$ cat config.mk
export PLATFORM = sky130hd
export DESIGN_NAME = mux_adc_serial_sequencer
export DESIGN_NICKNAME = d
export VERILOG_FILES = /design/src/rtl/mux_adc_pkg.sv /design/src/rtl/mux_adc_serial_sequencer.sv
export SDC_FILE = /design/constraint.sdc
export NUM_CORES = 1
export LEC_CHECK = 0
export ABC_AREA = 1
export BUFFER_PORTS_ARGS = -buffer_cell sky130_fd_sc_hd__buf_2
export CORE_MARGIN = 4
export CORE_UTILIZATION = 60
export CTS_BUF_LIST = sky130_fd_sc_hd__clkbuf_4
export DETAILED_ROUTE_END_ITERATION = 6
export GPL_TIMING_DRIVEN = 0
export PLACE_DENSITY = 0.92
export SETUP_SLACK_MARGIN = 0.05
export SLEW_MARGIN = 20
export SYNTH_ARGS = -nofsm -noshare
export SYNTH_HDL_FRONTEND = slang
export SYNTH_SLANG_ARGS = --single-unit
export TNS_END_PERCENT = 5
$ cat constraint.sdc
create_clock -name MCLK -period 2.5 [get_ports MCLK]
set_input_delay 0.75 -clock MCLK [delete_from_list [all_inputs] [get_ports MCLK]]
set_output_delay 0.75 -clock MCLK [all_outputs]
set_load 0.02 [all_outputs]
$ cat src/rtl/mux_adc_pkg.sv
`default_nettype none
package mux_adc_pkg;
  // clock and timing figures
  localparam int unsigned CLK_MHZ = 100;
  localparam int unsigned CLK_HZ = 100000000;
  localparam int unsigned CNT_W = 25;
  localparam int unsigned POR_US = 500;
  localparam int unsigned POR_CYCLES = POR_US * CLK_MHZ;
  localparam int unsigned CONV_50_US = 160230;
  localparam int unsigned CONV_60_US = 133530;
  localparam int unsigned CONV_50_CYCLES = CONV_50_US * CLK_MHZ;
  localparam int unsigned CONV_60_CYCLES = CONV_60_US * CLK_MHZ;
  localparam int unsigned ISCK_HZ = 19200;
  localparam int unsigned ISCK_HALF = CLK_HZ / (2 * ISCK_HZ);
  localparam int unsigned HALF_W = 12;
  localparam int unsigned RATE_TIMEOUT_US = 1000;
  localparam int unsigned RATE_TIMEOUT_CYCLES = RATE_TIMEOUT_US * CLK_MHZ;
  localparam int unsigned EXT_WORD_DIV = 20510;
  localparam int unsigned EXT_NULL_DIV = 2560;
  // output word layout
  localparam int unsigned WORD_BITS = 24;
  localparam int unsigned CODE_BITS = 20;
  localparam int unsigned BITS_W = 5;
  localparam logic [BITS_W-1:0] LAST_BIT = 5'h17;
  // channel address
  localparam int unsigned ADDR_BITS = 4;
  localparam int unsigned NUM_CH = 8;
  localparam logic [ADDR_BITS-1:0] CHAN_RESET_WORD = 4'h0;
  localparam logic [16*NUM_CH-1:0] CHAN_MAP_DEFAULT =
    128'h8040_2010_0804_0201_0000_0000_0000_0000;
  // register map
  localparam int unsigned ADR_W = 8;
  localparam logic [ADR_W-1:0] REG_CTRL = 8'h00;
  localparam logic [ADR_W-1:0] REG_STATUS = 8'h04;
  localparam logic [ADR_W-1:0] REG_RESULT = 8'h08;
  localparam logic CTRL_RESET = 1'h1;
  localparam int unsigned ST_CHAN_LSB = 4;
  localparam int unsigned ST_LATCH_BIT = 8;
  localparam int unsigned ST_EXTRATE_BIT = 9;
  localparam int unsigned ST_ISCK_BIT = 10;
  localparam int unsigned ST_RATE_BIT = 11;
  localparam int unsigned ST_BITS_LSB = 16;
  // sequencer states
  typedef enum logic [3:0] {
    ST_POR   = 4'h1,
    ST_CONV  = 4'h2,
    ST_SLEEP = 4'h4,
    ST_DOUT  = 4'h8
  } seq_state_t;
endpackage
`default_nettype wire

$ cat src/rtl/mux_adc_serial_sequencer.sv
// The register addresses and the Wishbone register port were left to the implementer.
`timescale 1ns/100ps
`default_nettype none

// three-stage pin synchroniser; a change counts once stages 2 and 3 agree
module pin_sync (
  input wire logic clk,
  input wire logic rst_n,
  input wire logic d,
  output logic q
);
  logic [2:0] s_r;
  logic [2:0] s_nxt;
  logic q_r;
  logic q_nxt;

  // stage 1 feeds stage 2 only
  always_comb begin
    s_nxt = {s_r[1:0], d};
    q_nxt = (s_r[1] == s_r[2]) ? s_r[2] : q_r;
  end

  always_ff @(posedge clk or negedge rst_n) begin
    if (!rst_n) begin
      s_r <= 3'h0;
      q_r <= 1'h0;
    end else begin
      s_r <= s_nxt;
      q_r <= q_nxt;
    end
  end

  assign q = q_r;
endmodule

module mux_adc_serial_sequencer #(
  parameter int unsigned POR_CNT = mux_adc_pkg::POR_CYCLES,
  parameter int unsigned CONV50_CNT = mux_adc_pkg::CONV_50_CYCLES,
  parameter int unsigned CONV60_CNT = mux_adc_pkg::CONV_60_CYCLES,
  parameter int unsigned RATE_TIMEOUT = mux_adc_pkg::RATE_TIMEOUT_CYCLES,
  parameter int unsigned EXT_DIV = mux_adc_pkg::EXT_WORD_DIV,
  parameter logic [16*mux_adc_pkg::NUM_CH-1:0] CHAN_MAP =
    mux_adc_pkg::CHAN_MAP_DEFAULT
) (
  input wire logic MCLK,
  input wire logic RESETN,
  input wire logic WB_CYC_I,
  input wire logic WB_STB_I,
  input wire logic WB_WE_I,
  input wire logic [mux_adc_pkg::ADR_W-1:0] WB_ADR_I,
  input wire logic [3:0] WB_SEL_I,
  input wire logic [31:0] WB_DAT_I,
  output logic [31:0] WB_DAT_O,
  output logic WB_ACK_O,
  input wire logic CONVERTER_SELECT_N,
  input wire logic CHANNEL_SELECT_LATCH_N,
  input wire logic MUX_CLK,
  input wire logic MUX_DATA_IN,
  input wire logic SCK_IN,
  output logic SCK_OUT,
  output logic SCK_OE,
  output logic RESULT_SERIAL_OUT,
  output logic RESULT_SERIAL_OE,
  input wire logic RATE_SELECT_PIN,
  input wire logic CONV_SIGN,
  input wire logic CONV_RANGE,
  input wire logic [mux_adc_pkg::CODE_BITS-1:0] CONV_CODE,
  output logic CONV_BUSY,
  output logic [mux_adc_pkg::NUM_CH-1:0] CHANNEL_ENABLE
);
  import mux_adc_pkg::*;

  logic cs_q;
  logic latch_q;
  logic mclk_q;
  logic din_q;
  logic sck_q;
  logic rate_q;

  seq_state_t state_r, state_nxt;
  logic [CNT_W-1:0] tmr_r, tmr_nxt;
  logic [CNT_W-1:0] target;
  logic [WORD_BITS-1:0] word_r, word_nxt;
  logic [WORD_BITS-1:0] result_r, result_nxt;
  logic [BITS_W-1:0] bits_r, bits_nxt;
  logic isck_r, isck_nxt;
  logic sck_r, sck_nxt;
  logic [HALF_W-1:0] half_r, half_nxt;
  logic sdo_r, sdo_nxt;
  logic [ADDR_BITS-1:0] shift_r, shift_nxt;
  logic [ADDR_BITS-1:0] chan_r, chan_nxt;
  logic [NUM_CH-1:0] chen_r, chen_nxt;
  logic rate_ext_r, rate_ext_nxt;
  logic [CNT_W-1:0] idle_r, idle_nxt;
  logic cs_prev_r, latch_prev_r, mclk_prev_r, sck_prev_r, rate_prev_r;
  logic ctrl_r, ctrl_nxt;
  logic ack_r, ack_nxt;
  logic [31:0] dat_r, dat_nxt;
  logic cs_rise, latch_fall, mclk_rise, ext_fall, rate_rise, tick, fall;

  // pins from the host and the rate source
  pin_sync u_cs (.clk(MCLK), .rst_n(RESETN), .d(CONVERTER_SELECT_N),
    .q(cs_q));
  pin_sync u_latch (.clk(MCLK), .rst_n(RESETN), .d(CHANNEL_SELECT_LATCH_N),
    .q(latch_q));
  pin_sync u_mclk (.clk(MCLK), .rst_n(RESETN), .d(MUX_CLK), .q(mclk_q));
  pin_sync u_din (.clk(MCLK), .rst_n(RESETN), .d(MUX_DATA_IN), .q(din_q));
  pin_sync u_sck (.clk(MCLK), .rst_n(RESETN), .d(SCK_IN), .q(sck_q));
  pin_sync u_rate (.clk(MCLK), .rst_n(RESETN), .d(RATE_SELECT_PIN),
    .q(rate_q));

  // edge terms; din passes the same depth as mux clock so they stay aligned
  assign cs_rise = cs_q & ~cs_prev_r;
  assign latch_fall = latch_prev_r & ~latch_q;
  assign mclk_rise = mclk_q & ~mclk_prev_r;
  assign ext_fall = sck_prev_r & ~sck_q;
  assign rate_rise = rate_q & ~rate_prev_r;

  // channel address capture and channel enable
  always_comb begin
    shift_nxt = shift_r;
    chan_nxt = chan_r;
    if (mclk_rise && latch_q) begin
      shift_nxt = {shift_r[ADDR_BITS-2:0], din_q};
    end
    if (latch_fall) begin
      chan_nxt = shift_r;
    end
    // the map is a table because the decode differs between variants
    chen_nxt = latch_q ? '0 : CHAN_MAP[chan_nxt*NUM_CH +: NUM_CH];
  end

  // rate pin: a toggling pin means an external conversion clock
  always_comb begin
    idle_nxt = idle_r;
    rate_ext_nxt = rate_ext_r;
    if (rate_rise) begin
      idle_nxt = '0;
      rate_ext_nxt = 1'b1;
    end else if (idle_r >= CNT_W'(RATE_TIMEOUT - 1)) begin
      rate_ext_nxt = 1'b0;
    end else begin
      idle_nxt = idle_r + 1'b1;
    end
    // a static level picks the internal timing for a 50Hz or 60Hz null
    if (rate_ext_r) begin
      tick = rate_rise;
      target = CNT_W'(EXT_DIV);
    end else begin
      tick = 1'b1;
      target = rate_q ? CNT_W'(CONV50_CNT) : CNT_W'(CONV60_CNT);
    end
  end

  // sequencer: power-on, conversion, sleep, data output
  always_comb begin
    state_nxt = state_r;
    tmr_nxt = tmr_r;
    word_nxt = word_r;
    result_nxt = result_r;
    bits_nxt = bits_r;
    isck_nxt = isck_r;
    sck_nxt = sck_r;
    half_nxt = half_r;
    fall = 1'b0;
    case (state_r)
      ST_POR: begin
        tmr_nxt = tmr_r + 1'b1;
        if (tmr_r >= CNT_W'(POR_CNT - 1)) begin
          state_nxt = ST_CONV;
          tmr_nxt = '0;
        end
      end
      ST_CONV: begin
        // calibration phases live inside this span; length is unchanged
        if (tick) begin
          tmr_nxt = tmr_r + 1'b1;
        end
        if (tick && tmr_r >= target - 1'b1) begin
          // code passes straight from the filter: FFFFF full, 00000 zero
          word_nxt = {1'b0, 1'b0, CONV_SIGN, CONV_RANGE, CONV_CODE};
          result_nxt = word_nxt;
          state_nxt = ST_SLEEP;
          tmr_nxt = '0;
        end
      end
      ST_SLEEP: begin
        // word_r is left alone here, however long the host waits
        if (!cs_q) begin
          state_nxt = ST_DOUT;
          bits_nxt = '0;
          // clock idling high at select fall asks the device for the clock
          isck_nxt = ctrl_r & sck_q;
          sck_nxt = 1'b0;
          half_nxt = '0;
        end
      end
      ST_DOUT: begin
        if (isck_r) begin
          half_nxt = half_r + 1'b1;
          if (half_r >= HALF_W'(ISCK_HALF - 1)) begin
            half_nxt = '0;
            sck_nxt = ~sck_r;
            fall = sck_r;
          end
        end else begin
          fall = ext_fall;
        end
        if (cs_rise) begin
          state_nxt = ST_CONV;
          tmr_nxt = '0;
          isck_nxt = 1'b0;
          sck_nxt = 1'b0;
        end else if (fall) begin
          word_nxt = {word_r[WORD_BITS-2:0], 1'b0};
          bits_nxt = bits_r + 1'b1;
          if (bits_r == LAST_BIT) begin
            state_nxt = ST_CONV;
            tmr_nxt = '0;
            isck_nxt = 1'b0;
          end
        end
      end
      default: begin
        state_nxt = ST_POR;
        tmr_nxt = '0;
      end
    endcase
    // status bit while busy, zero when sleeping, data bit while shifting
    if (state_nxt == ST_DOUT) begin
      sdo_nxt = word_nxt[WORD_BITS-1];
    end else begin
      sdo_nxt = (state_nxt != ST_SLEEP);
    end
  end

  // wishbone slave: one wait state, unmapped reads return zero
  always_comb begin
    ack_nxt = WB_CYC_I & WB_STB_I & ~ack_r;
    ctrl_nxt = ctrl_r;
    dat_nxt = dat_r;
    if (ack_nxt && WB_WE_I && WB_SEL_I[0] && WB_ADR_I == REG_CTRL) begin
      ctrl_nxt = WB_DAT_I[0];
    end
    if (ack_nxt && !WB_WE_I) begin
      dat_nxt = '0;
      case (WB_ADR_I)
        REG_CTRL: dat_nxt[0] = ctrl_r;
        REG_STATUS: begin
          dat_nxt[3:0] = state_r;
          dat_nxt[ST_CHAN_LSB +: ADDR_BITS] = chan_r;
          dat_nxt[ST_LATCH_BIT] = latch_q;
          dat_nxt[ST_EXTRATE_BIT] = rate_ext_r;
          dat_nxt[ST_ISCK_BIT] = isck_r;
          dat_nxt[ST_RATE_BIT] = rate_q;
          dat_nxt[ST_BITS_LSB +: BITS_W] = bits_r;
        end
        REG_RESULT: dat_nxt[WORD_BITS-1:0] = result_r;
        default: dat_nxt = '0;
      endcase
    end
  end

  // all state; power-on leaves the channel on the disabled word
  always_ff @(posedge MCLK or negedge RESETN) begin
    if (!RESETN) begin
      state_r <= ST_POR;
      tmr_r <= '0;
      word_r <= '0;
      result_r <= '0;
      bits_r <= '0;
      isck_r <= 1'b0;
      sck_r <= 1'b0;
      half_r <= '0;
      sdo_r <= 1'b1;
      shift_r <= '0;
      chan_r <= CHAN_RESET_WORD;
      chen_r <= '0;
      rate_ext_r <= 1'b0;
      idle_r <= '0;
      cs_prev_r <= 1'b1;
      latch_prev_r <= 1'b0;
      mclk_prev_r <= 1'b0;
      sck_prev_r <= 1'b0;
      rate_prev_r <= 1'b0;
      ctrl_r <= CTRL_RESET;
      ack_r <= 1'b0;
      dat_r <= '0;
    end else begin
      state_r <= state_nxt;
      tmr_r <= tmr_nxt;
      word_r <= word_nxt;
      result_r <= result_nxt;
      bits_r <= bits_nxt;
      isck_r <= isck_nxt;
      sck_r <= sck_nxt;
      half_r <= half_nxt;
      sdo_r <= sdo_nxt;
      shift_r <= shift_nxt;
      chan_r <= chan_nxt;
      chen_r <= chen_nxt;
      rate_ext_r <= rate_ext_nxt;
      idle_r <= idle_nxt;
      cs_prev_r <= cs_q;
      latch_prev_r <= latch_q;
      mclk_prev_r <= mclk_q;
      sck_prev_r <= sck_q;
      rate_prev_r <= rate_q;
      ctrl_r <= ctrl_nxt;
      ack_r <= ack_nxt;
      dat_r <= dat_nxt;
    end
  end

  // the pad drives only with select low; the enable is the handshake term
  assign RESULT_SERIAL_OUT = sdo_r;
  assign RESULT_SERIAL_OE = ~cs_q;
  assign SCK_OUT = sck_r;
  assign SCK_OE = (state_r == ST_DOUT) & isck_r & ~cs_q;
  assign CONV_BUSY = (state_r == ST_CONV);
  assign CHANNEL_ENABLE = chen_r;
  assign WB_ACK_O = ack_r;
  assign WB_DAT_O = dat_r;
endmodule
`default_nettype wire

== After elaboration in Yosys (flattened, before gate mapping) ==
Index checks and enable logic that the tools add are counted.

* Add/subtract/negate cells: 5
* Order comparisons: 4
* Eq/ne operators: 26
* Shift-type cells: 1
* Multiplexer cells: 54
* Bitwise operators: 19
* Reduce and logical (&&, ||, !) cells: 18

{| class="wikitable"
|+ Operator list
! operator !! count
|-
| $mux W25 || 8
|-
| $shiftx A128 B8 Y8 const A || 1
|-
| $pmux W25 S4 || 1
|-
| $mux W24 || 4
|-
| $add A25 B1 Y25 const B || 2
|-
| $pmux W24 S2 || 1
|-
| $mux W12 || 3
|-
| $mux W4 || 8
|-
| $ge A25 B16 Y1 const B || 1
|-
| $ge A25 B17 Y1 const B || 1
|-
| $ge A25 B25 Y1 || 1
|-
| $sub A25 B1 Y25 const B || 1
|-
| $pmux W12 S2 || 1
|-
| $mux W22 || 1
|-
| $pmux W11 S2 || 1
|-
| $pmux W5 S2 || 2
|-
| $reduce_and A4 Y1 || 5
|-
| $mux W1 || 16
|-
| $pmux W4 S4 || 1
|-
| $mux W5 || 3
|-
| $add A12 B1 Y12 const B || 1
|-
| $ge A12 B12 Y1 const B || 1
|-
| $ne A3 B3 Y1 const B || 4
|-
| $and A1 B1 Y1 || 10
|-
| 23 further kinds || 49
|}

* Register bits after elaboration: 192
* Input port bits: 77
* Output and inout bits: 46
* Logic and storage cells: 162

== Longest topological paths before layout ==
Gate-level depths: netlist of the first run.

* Depth after elaboration: 9
* Mapped depth: 17
* Mapped depth without buffers: 16

== Modules after synthesis ==
Synthesis of the first run repeated with hierarchy kept, for this count alone.

* Cells, all modules: 1162
* Area total of the unflattened synthesis: 9582.9 µm²

{| class="wikitable"
|+ Modules (own cells, without submodules)
! module !! times used !! cells each !! area an instance (µm²) !! sequential area each (µm²)
|-
| mux_adc_serial_sequencer || 1 || 1114 || 8884.8 || 4159.0
|-
| pin_sync || 6 || 8 || 116.4 || 100.1
|}

== Least setup slack after synthesis of the first run ==
No wires, ideal clock.

* Kind: reg2reg
* Start: register rate_ext_r
* End: register tmr_r[10]
* Library setup time: 65 ps
* Arrival: 2153 ps
* Data required time: 2435 ps
* Path slack: 282 ps
* Cell stages (with the launch flop): 16
* Buffers on the path: 1
* Period minus slack after synthesis: 2218 ps
* Path through: dfrtp_1 > inv_1 > nand2_1 > ha_1 > nand2_1 > inv_1 > a21oi_1 > nand3_1 > nand2_1 > nand3_2 > nand2_2 > nand2_1 > nand2_2 > buf_6 > nand3_1 > nand2_1

* Word-level cells in the longest chain between the ends: 6
* Elaborated cells between the ends (all ways): 9
* Those cells by class: add/sub (1); order compare (1); eq/ne (1); mux (4); reduce/logical (2)

{| class="wikitable"
|+ Ends and longest elaborated chain
! what !! RTL line !! text
|-
| start, declared || mux_adc_serial_sequencer.sv:93 || <nowiki>logic rate_ext_r, rate_ext_nxt;</nowiki>
|-
| start signal, assigned || mux_adc_serial_sequencer.sv:302 || <nowiki>rate_ext_r <= rate_ext_nxt;</nowiki>
|-
| $mux W24 || mux_adc_serial_sequencer.sv:146 || <nowiki>if (rate_ext_r) begin</nowiki>
|-
| $sub A25 B1 Y25 || mux_adc_serial_sequencer.sv:179 || <nowiki>if (tick && tmr_r >= target - 1'b1) begin</nowiki>
|-
| $ge A25 B25 Y1 || mux_adc_serial_sequencer.sv:179 ||
|-
| $logic_and A1 B1 Y1 || mux_adc_serial_sequencer.sv:179 ||
|-
| $ne A3 B1 Y1 (no line) or $mux W25 (tied branches) || n/a ||
|-
| $reduce_and A4 Y1 (no line) or $pmux W25 S4 (tied branches) || n/a ||
|-
| end signal, assigned || mux_adc_serial_sequencer.sv:291 || <nowiki>tmr_r <= tmr_nxt;</nowiki>
|-
| end, declared || mux_adc_serial_sequencer.sv:81 || <nowiki>logic [CNT_W-1:0] tmr_r, tmr_nxt;</nowiki>
|}

Several ways; a longest one is shown, not always the timed one.
A chain may end at the register's enable or synchronous reset.

== Worst setup path after layout of the first run ==
* Start: register state_r[1]
* End: output SCK_OE

* Word-level cells in the longest chain between the ends: 3

{| class="wikitable"
|+ Ends and longest elaborated chain
! what !! RTL line !! text
|-
| start, declared || mux_adc_serial_sequencer.sv:80 || <nowiki>seq_state_t state_r, state_nxt;</nowiki>
|-
| start signal, assigned || mux_adc_serial_sequencer.sv:290 || <nowiki>state_r <= state_nxt;</nowiki>
|-
| $eq A4 B4 Y1 || mux_adc_serial_sequencer.sv:319 || <nowiki>assign SCK_OE = (state_r == ST_DOUT) & isck_r & ~cs_q;</nowiki>
|-
| $and A1 B1 Y1 (2 in series) || mux_adc_serial_sequencer.sv:319 ||
|-
| end, declared || mux_adc_serial_sequencer.sv:61 || <nowiki>output logic SCK_OE,</nowiki>
|}

Every way passes these cells.

==> results of run 1 <==
## power breakdown
part           switching (mW)  internal [mW]  total, mW
logic                   0.305          0.165      0.469
clock network            1.21          0.476       1.68
registers               0.113           3.21       3.32
## worst max-delay path by stage
stage | from | to | slack [ns] | cells after the start
2_1_floorplan | rate_ext_r | tmr_r[10] | 0.28 | 15
3_3_place_gp | RESETN | idle_r[17] | -2.29 | 1
3_5_place_dp | rate_ext_r | word_r[10] | -0.55 | 13
4_1_cts | state_r[0] | SCK_OE | -0.08 | 6
5_1_grt | state_r[1] | SCK_OE | -0.14 | 6
6_report | state_r[1] | SCK_OE | -0.05 | 6
## synthesized netlist by cell type (8+ instances only)
cell and number:
inv_2 10, buf_2 10, o21ai_0 48, ha_1 24, buf_4 14, dfrtp_1 186, inv_1 113, nor4_1 8
nand2_1 289, nor3_1 25, o211ai_1 17, nor2_1 97, nand4_1 16, nand3_1 138, xor2_1 24, a21oi_1 27
## worst max-delay path, cell delays in order, from the launching register on
cell and delay, ns:
dfrtp_1 0.45, nor2_4 0.10, inv_2 0.05, nor3_4 0.24
inv_2 0.09, nor3_4 0.14, buf_6 0.14
## through the flow
step / TNS, ns / hold slack, ns / setup WS, ns / instances / util (%)
6_report: -0.0598 / 0.242 / -0.0511 / 1487 / 71.0
5_1_grt: -0.194 / 0.222 / -0.136 / 1487 / 71.0
4_1_cts: -0.0838 / 0.219 / -0.0838 / 1481 / 70.1
3_3_place_gp: -453.58 / 0.332 / -2.29 / 1433 / 66.4
3_5_place_dp: -30.73 / 0.341 / -0.555 / 1435 / 66.8
2_1_floorplan: 0 / 0.331 / 0.282 / 1144 / -
## layout by cell type, fill, tap and decap left out, types with 6 or more instances in the layout
cell	n
nand2_1	281
dfrtp_1	183
nand3_1	137
inv_1	110
nor2_1	92
buf_2	84
o21ai_0	44
buf_4	33
a21oi_1	25
nor3_1	24
xor2_1	24
ha_1	22
clkbuf_4	19
o211ai_1	17
nand4_1	16
inv_2	10
conb_1	10
nor4_1	8
nor2_2	7
buf_6	7
nand2_4	6
nand2_2	6
mux2_2	6
clkbuf_1	6
maj3_1	6
o31ai_1	6
## cells by family after synthesis
| group | count (synthesis) | share of synthesized area, % |
|---|---|---|
| DFF | 190 | 50.0 |
| muxes | 6 | 0.710 |
| and+or+nand+nor | 601 | 28.1 |
| buffers and inverters | 164 | 7.58 |
| xor gates and xnor gates | 29 | 2.67 |
| AOI/OAI and AO/OA | 114 | 7.14 |
| adders and majority gates | 30 | 3.79 |
| other | 1 | 0.0394 |
## state kept, by name, indices dropped and copies added (netlist names), 3 cells and up
name / count
CHANNEL_ENABLE: 8
WB_DAT_O: 22
bits_r: 5
chan_r: 4
half_r: 12
idle_r: 25
result_r: 22
shift_r: 4
state_r: 4
tmr_r: 25
u_cs.s_r: 3
u_din.s_r: 3
u_latch.s_r: 3
u_mclk.s_r: 3
u_rate.s_r: 3
u_sck.s_r: 3
word_r: 24
## routing by layer
layer  routed length (µm)  part of all wire [%]  vias up
met5                    0                     0        -
met4                  916                   3.6        0
met3                 2080                   8.2       91
met2                12200                    48      506
met1                10100                    40     4179
li1                     -                     -     3943
## repair_timing
action,4_1_cts,5_1_grt
pin swaps,10,9
gates resized for setup,36,32
hold buffers,1,0
hold endpoints to repair,21,0
setup endpoints to repair,76,71
buffers inserted,13,6
## cell type report
class	count	area, µm²
buffer	40	303
clock buffer	19	143
clock inverter	13	141
fill	1028	4460
inverter	124	478
multi-input combinational	790	4200
sequential	190	4760
tap	211	264
timing repair buffer	100	624
==> results.tsv, run 1 <==
stage	metric	value	unit
outcome	status	complete, but fails checks	
outcome	failing checks	negative setup slack	
drt	aggregate routed wire length	25300	µm
hold_path	worst min path class	input port to flip-flop	
synth	synth top area cells	dfrtp_1 49%, nand2_1 11%, nand3_1 7.3%	
clock_network	htree depth	4	
floorplan	Die Outline Area	17900	µm²
floorplan	starting density of the core	61.9	%
floorplan	Die W	134	µm
clock_network	buffers from clock root to sink, at most	2	
global_route	vias in the first global route	8385	
synth	count of cell types in the netlist	48	
timing	final-report max-slew violation count	0	
synth	top flip-flop cell by instance count after synthesis	dfrtp_1	
clock_network	number of CTS-inserted buffers	17	
placement	global placement routability congestion	0.930	
worst_setup_path	Worst Path Required	1.75	ns
synth	yosys warns	0	
worst_setup_path	critical path capture point type	output port	
synth	share of the synthesized area in the top cell type	48.9	%
synth	number of synthesized flops with an enable pin	0	
synth	share of the yosys chip area belonging to registers	50.0	%
power_and_ir_drop	sum of internal, switching and leakage power	5.48	mW
timing	final number of setup-violating endpoints	2	
finish	Final Net Count	1364	
global_route	met3 global-route usage	4.84	%
worst_setup_path	endpoint of the worst register-to-register path	word_r[2]	
finish	fraction of layout cells with a size suffix above 1	18.3	%
synth	flip-flop and latch count after synthesis	190	
placement	port buffer count	78	
timing	share of the clock period used by the worst path after layout	102	%
placement	detailed placement HPWL	17000	µm
clock_network	Worst-Skew Late Latency	0.61	ns
drt	Vias per Instance	5.86	
floorplan	Top-Level Pins	123	
hold_path	worst min-delay path endpoint	u_mclk.s_r[0]	
worst_setup_path	crit path max fanout	2	
floorplan	core area	15400	µm²
global_route	global-route usage over all layers	27.6	%
clock_network	CTS Root Buffer Type	clkbuf_4	
synth	Syn Area/Cell	8.39	µm²
synth	netlist area before placement	9520	µm²
drt	detailed-route wire length per cell	17.0	µm
worst_setup_path	reg-to-reg slack, setup	0.09	ns
finish	synthesis-to-finish area growth	14.7	%
synth	count of mapped cells out of synthesis	1135	
timing	worst-margin pin slew	0.766	ns
clock_network	clock tree from TritonCTS	done	
timing	Min Clock Period, post-route	2.55	ns
drt	number of DRC violations after detailed routing	0	
timing	headroom to the max-slew limit	48.5	%
timing	number of failing hold endpoints at the final stage	0	
worst_setup_path	type of the worst setup path	flip-flop to output port	
power_and_ir_drop	total power per unit cell area	502	nW/µm²
drt	first drt pass iteration count	6	
global_route	first-pass GRT wire length	40400	µm
synth	leading area contributor after synthesis	dfrtp_1	
clock_network	Sink Count	190	
placement	placed cell areas	10300	µm²
finish	post-route cell area	10900	µm²
synth	async set-reset flop share out of synthesis	100	%
worst_setup_path	Arrival @ worst endpoint	1.80	ns
global_route	antenna violations before repair	0	
hold_path	hold-critical path depth	1	
floorplan	number of cell rows	45	
timing	upper clock frequency limit	392	MHz
power_and_ir_drop	worst voltage drop across the vdd grid	0.000524	V
global_route	largest net degree at the start of global routing	101	
worst_setup_path	number of cells traversed by the worst register-to-register path	14	
timing	Fin Clk Skew	0.0430	ns
power_and_ir_drop	Static Leakage	5.46	nW
finish	antenna fix cells	0	
job	Max-cap violations	0	
global_route	met2 Usage GRT	46.6	%
floorplan	die height	134	µm
timing	final worst setup slack	-0.0511	ns
worst_setup_path	Critical R2R Launch	rate_ext_r	
timing	RSZ-0062 raised after global routing	true	
global_route	most used routing layer	met2	
worst_setup_path	startpoint class of the critical path	flip-flop	
drt	total via count after detailed routing	8719	
clock_network	clock transition at the registers of the reported paths	0.18	ns
drt	number of design-rule violations left by the first detailed-router iteration	1101	
drt	number of nets still failing antenna checks after routing	0	
global_route	routing usage on met1	36.1	%
hold_path	startpoint of the most critical hold path	MUX_CLK	
global_route	aggregate global routing overflow	0	
No activity file was read; power rests on OpenSTA's default activity.
==> inputs of run 2 (changes only) <==
--- a/config.mk
+++ b/config.mk
@@ -7,15 +7,17 @@
 export LEC_CHECK = 0
 export ABC_AREA = 1
 export BUFFER_PORTS_ARGS = -buffer_cell sky130_fd_sc_hd__buf_2
+export CAP_MARGIN = 20
 export CORE_MARGIN = 4
-export CORE_UTILIZATION = 60
+export CORE_UTILIZATION = 55
 export CTS_BUF_LIST = sky130_fd_sc_hd__clkbuf_4
 export DETAILED_ROUTE_END_ITERATION = 6
 export GPL_TIMING_DRIVEN = 0
-export PLACE_DENSITY = 0.92
+export PLACE_DENSITY = 0.86
 export SETUP_SLACK_MARGIN = 0.05
 export SLEW_MARGIN = 20
 export SYNTH_ARGS = -nofsm -noshare
 export SYNTH_HDL_FRONTEND = slang
+export SYNTH_HIERARCHICAL = 1
 export SYNTH_SLANG_ARGS = --single-unit
 export TNS_END_PERCENT = 5
==> results.tsv, run 2 <==
stage	metric	value	unit
worst_setup_path	type of the worst setup path	flip-flop to output port	
clock_network	clock transition at the registers of the reported paths	0.16	ns
drt	number of nets still failing antenna checks after routing	0	
timing	accumulated negative setup slack	0	ns
drt	Vias per Instance	5.54	
synth	yosys warns	6	
synth	Syn Area/Cell	8.25	µm²
floorplan	number of cell rows	48	
drt	detailed-route wire length per cell	15.6	µm
synth	synth top area cells	dfrtp_1 49%, nand2_1 12%, nand3_1 6.2%	
drt	top routing layer in use	met4	
worst_setup_path	biggest cell delay along the critical path	0.40	ns
outcome	status	finished, final reports clean	
global_route	aggregate global routing overflow	0	
timing	Fin Clk Skew	0.0199	ns
job	Max-cap violations	0	
finish	fraction of layout cells with a size suffix above 1	17.2	%
synth	share of the synthesized area in the top cell type	48.6	%
finish	most frequent cells in the layout	302 x nand2_1, 182 x dfrtp_1, 119 x nand3_1	
synth	netlist area before placement	9580	µm²
drt	number of DRC violations after detailed routing	0	
finish	filler cell count in the final layout	1421	
timing	RSZ-0062 raised after global routing	true	
clock_network	Sink Count	190	
clock_network	Worst-Skew Late Latency	0.59	ns
drt	total via count after detailed routing	8466	
floorplan	Die W	140	µm
floorplan	core area	17200	µm²
worst_setup_path	Arrival @ worst endpoint	1.69	ns
synth	count of mapped cells out of synthesis	1162	
timing	number of failing hold endpoints at the final stage	0	
worst_setup_path	critical path capture point type	output port	
floorplan	Top-Level Pins	123	
power_and_ir_drop	worst voltage drop across the vdd grid	0.000367	V
clock_network	clock tree from TritonCTS	done	
floorplan	Die Outline Area	19600	µm²
worst_setup_path	cell-by-cell listing of the critical path	inv_2, buf_4, nor3_4, clkbuf_8, buf_6	
timing	upper clock frequency limit	411	MHz
worst_setup_path	crit path max fanout	3	
synth	number of synthesized flops with an enable pin	0	
global_route	first-pass GRT wire length	38400	µm
timing	tightest hold margin	0.0548	ns
placement	global placement routability congestion	0.971	
placement	placed cell areas	10400	µm²
timing	share of the clock period used by the worst path after layout	97.4	%
drt	Routed met3 length	1580	µm
global_route	vias in the first global route	7874	
global_route	global-route usage over all layers	23.9	%
placement	detailed placement HPWL	17100	µm
finish	post-route cell area	10900	µm²
worst_setup_path	reg-to-reg slack, setup	0.08	ns
power_and_ir_drop	Static Leakage	5.39	nW
clock_network	htree depth	4	
finish	Final Net Count	1388	
timing	final-report max-slew violation count	0	
finish	utilization of the core after routing	63.6	%
timing	final number of setup-violating endpoints	0	
worst_setup_path	Max stage delay cell, worst path	dfrtp_1	
synth	leading area contributor after synthesis	dfrtp_1	
floorplan	die height	140	µm
floorplan	starting density of the core	55.8	%
hold_path	worst min path class	input port to asynchronous set/reset pin	
clock_network	buffers from clock root to sink, at most	2	
synth	top cells by count, synth	307 x nand2_1, 186 x dfrtp_1, 119 x nand3_1	
worst_setup_path	number of cells traversed by the worst register-to-register path	14	
synth	count of cell types in the netlist	49	
worst_setup_path	Worst Path Required	1.75	ns
synth	top flip-flop cell by instance count after synthesis	dfrtp_1	
drt	number of design-rule violations left by the first detailed-router iteration	734	
finish	registers with the most flip-flops	idle_r x25, tmr_r x25, word_r x24	
timing	worst-margin pin slew	0.700	ns
synth	most common cell in the netlist	nand2_1	
synth	flip-flop and latch count after synthesis	190	
synth	share of the yosys chip area belonging to registers	49.7	%
placement	port buffer count	78	
global_route	largest net degree at the start of global routing	70	
worst_setup_path	Critical R2R Launch	rate_ext_r	
worst_setup_path	endpoint of the worst register-to-register path	tmr_r[10]	
finish	commonest non-fill, non-tap cell in the layout	nand2_1	
drt	WL met1	10200	µm
global_route	antenna violations before repair	1	
timing	Min Clock Period, post-route	2.44	ns
power_and_ir_drop	total power per unit cell area	502	nW/µm²
timing	headroom to the max-slew limit	53.1	%
clock_network	number of CTS-inserted buffers	17	
drt	first drt pass iteration count	5	
synth	async set-reset flop share out of synthesis	100	%
drt	met2 wire len	11400	µm
finish	synthesis-to-finish area growth	14.0	%
worst_setup_path	startpoint class of the critical path	flip-flop	
clock_network	CTS Root Buffer Type	clkbuf_4	
drt	aggregate routed wire length	23800	µm
[run 2: cell count changes after synthesis, moves of 9 or more]
cell      previous run  this run
nand3_1            138       119
nand2_1            289       307
o211ai_1            17         2
nand4_1             16        29
nor2_1              97       108
o21ai_0             48        57
[run 2: what timing repair did]
item                                    CTS  global route
gates cloned                              0             1
hold buffers                              0             0
pin swaps                                 4            10
gates resized for setup                  24            29
buffers inserted                         11             5
endpoints found under the setup margin   76            74
[run 2: metal layers]
layer	vias up	global-route usage, %
li1	4038	-
met1	4036	33.3
met2	334	38.5
met3	58	3.62
met4	0	8.57
met5	-	0
[run 2: worst max-delay path by stage]
| stage | from | endpoint | slack [ns] | cells after the start |
|---|---|---|---|---|
| after global placement | RESETN | idle_r[8] | -2.30 | 1 |
| after floorplan | rate_ext_r | tmr_r[10] | 0.32 | 15 |
| final | state_r[1] | CONV_BUSY | 0.06 | 5 |
| after global routing | state_r[1] | SCK_OE | -0.02 | 6 |
| after detailed placement | rate_ext_r | word_r[21] | -0.33 | 15 |
| after CTS | state_r[1] | SCK_OE | 0.01 | 6 |
[run 2: cells by family (layout without fill, tap and decap cells)]
family,count (synthesis),in the layout,synth area share (%)
AND/OR/NAND/NOR,631,631,29.2
AO/OA/AOI/OAI,119,119,7.16
flip-flops,190,190,49.7
adder cells (fa/ha/maj),24,24,3.13
multiplexers,5,5,0.588
XOR/XNOR,31,31,2.83
buffers and inverters,161,290,7.36
other,1,12,0.0391
[run 2: where the power goes]
| group | switching (mW) | internal [mW] |
|---|---|---|
| clock | 1.09 | 0.537 |
| sequential | 0.101 | 3.22 |
| combinational | 0.359 | 0.176 |
| total | 1.55 | 3.93 |
[run 2: layout make-up]
type	count	area [µm²]	area share, %
Antenna cell	2	5.00	0.0458
Inverter	117	447	4.09
Tap cell	225	282	2.58
Clock inverter	13	133	1.21
Timing Repair Buffer	97	596	5.45
Clock buffer	19	143	1.31
Multi-Input combinational cell	820	4270	39.0
Sequential cell	190	4760	43.6
Buffer	44	294	2.69
[run 2: worst max-delay path, delay by kind of cell (launching register included)]
kind / cells / cell delay [ns]
buffers and inverters: 4 / 0.49
flip-flops: 1 / 0.40
AND/OR/NAND/NOR: 1 / 0.22
[run 2: through the flow]
step	setup slack [ns]	power (mW)	instances
final	0.0640	5.49	1527
after global routing	-0.0218	5.72	1526
after CTS	0.00975	5.51	1519
after detailed placement	-0.332	3.90	1476
after global placement	-2.30	3.86	1474
after floorplan	0.318	3.67	1171
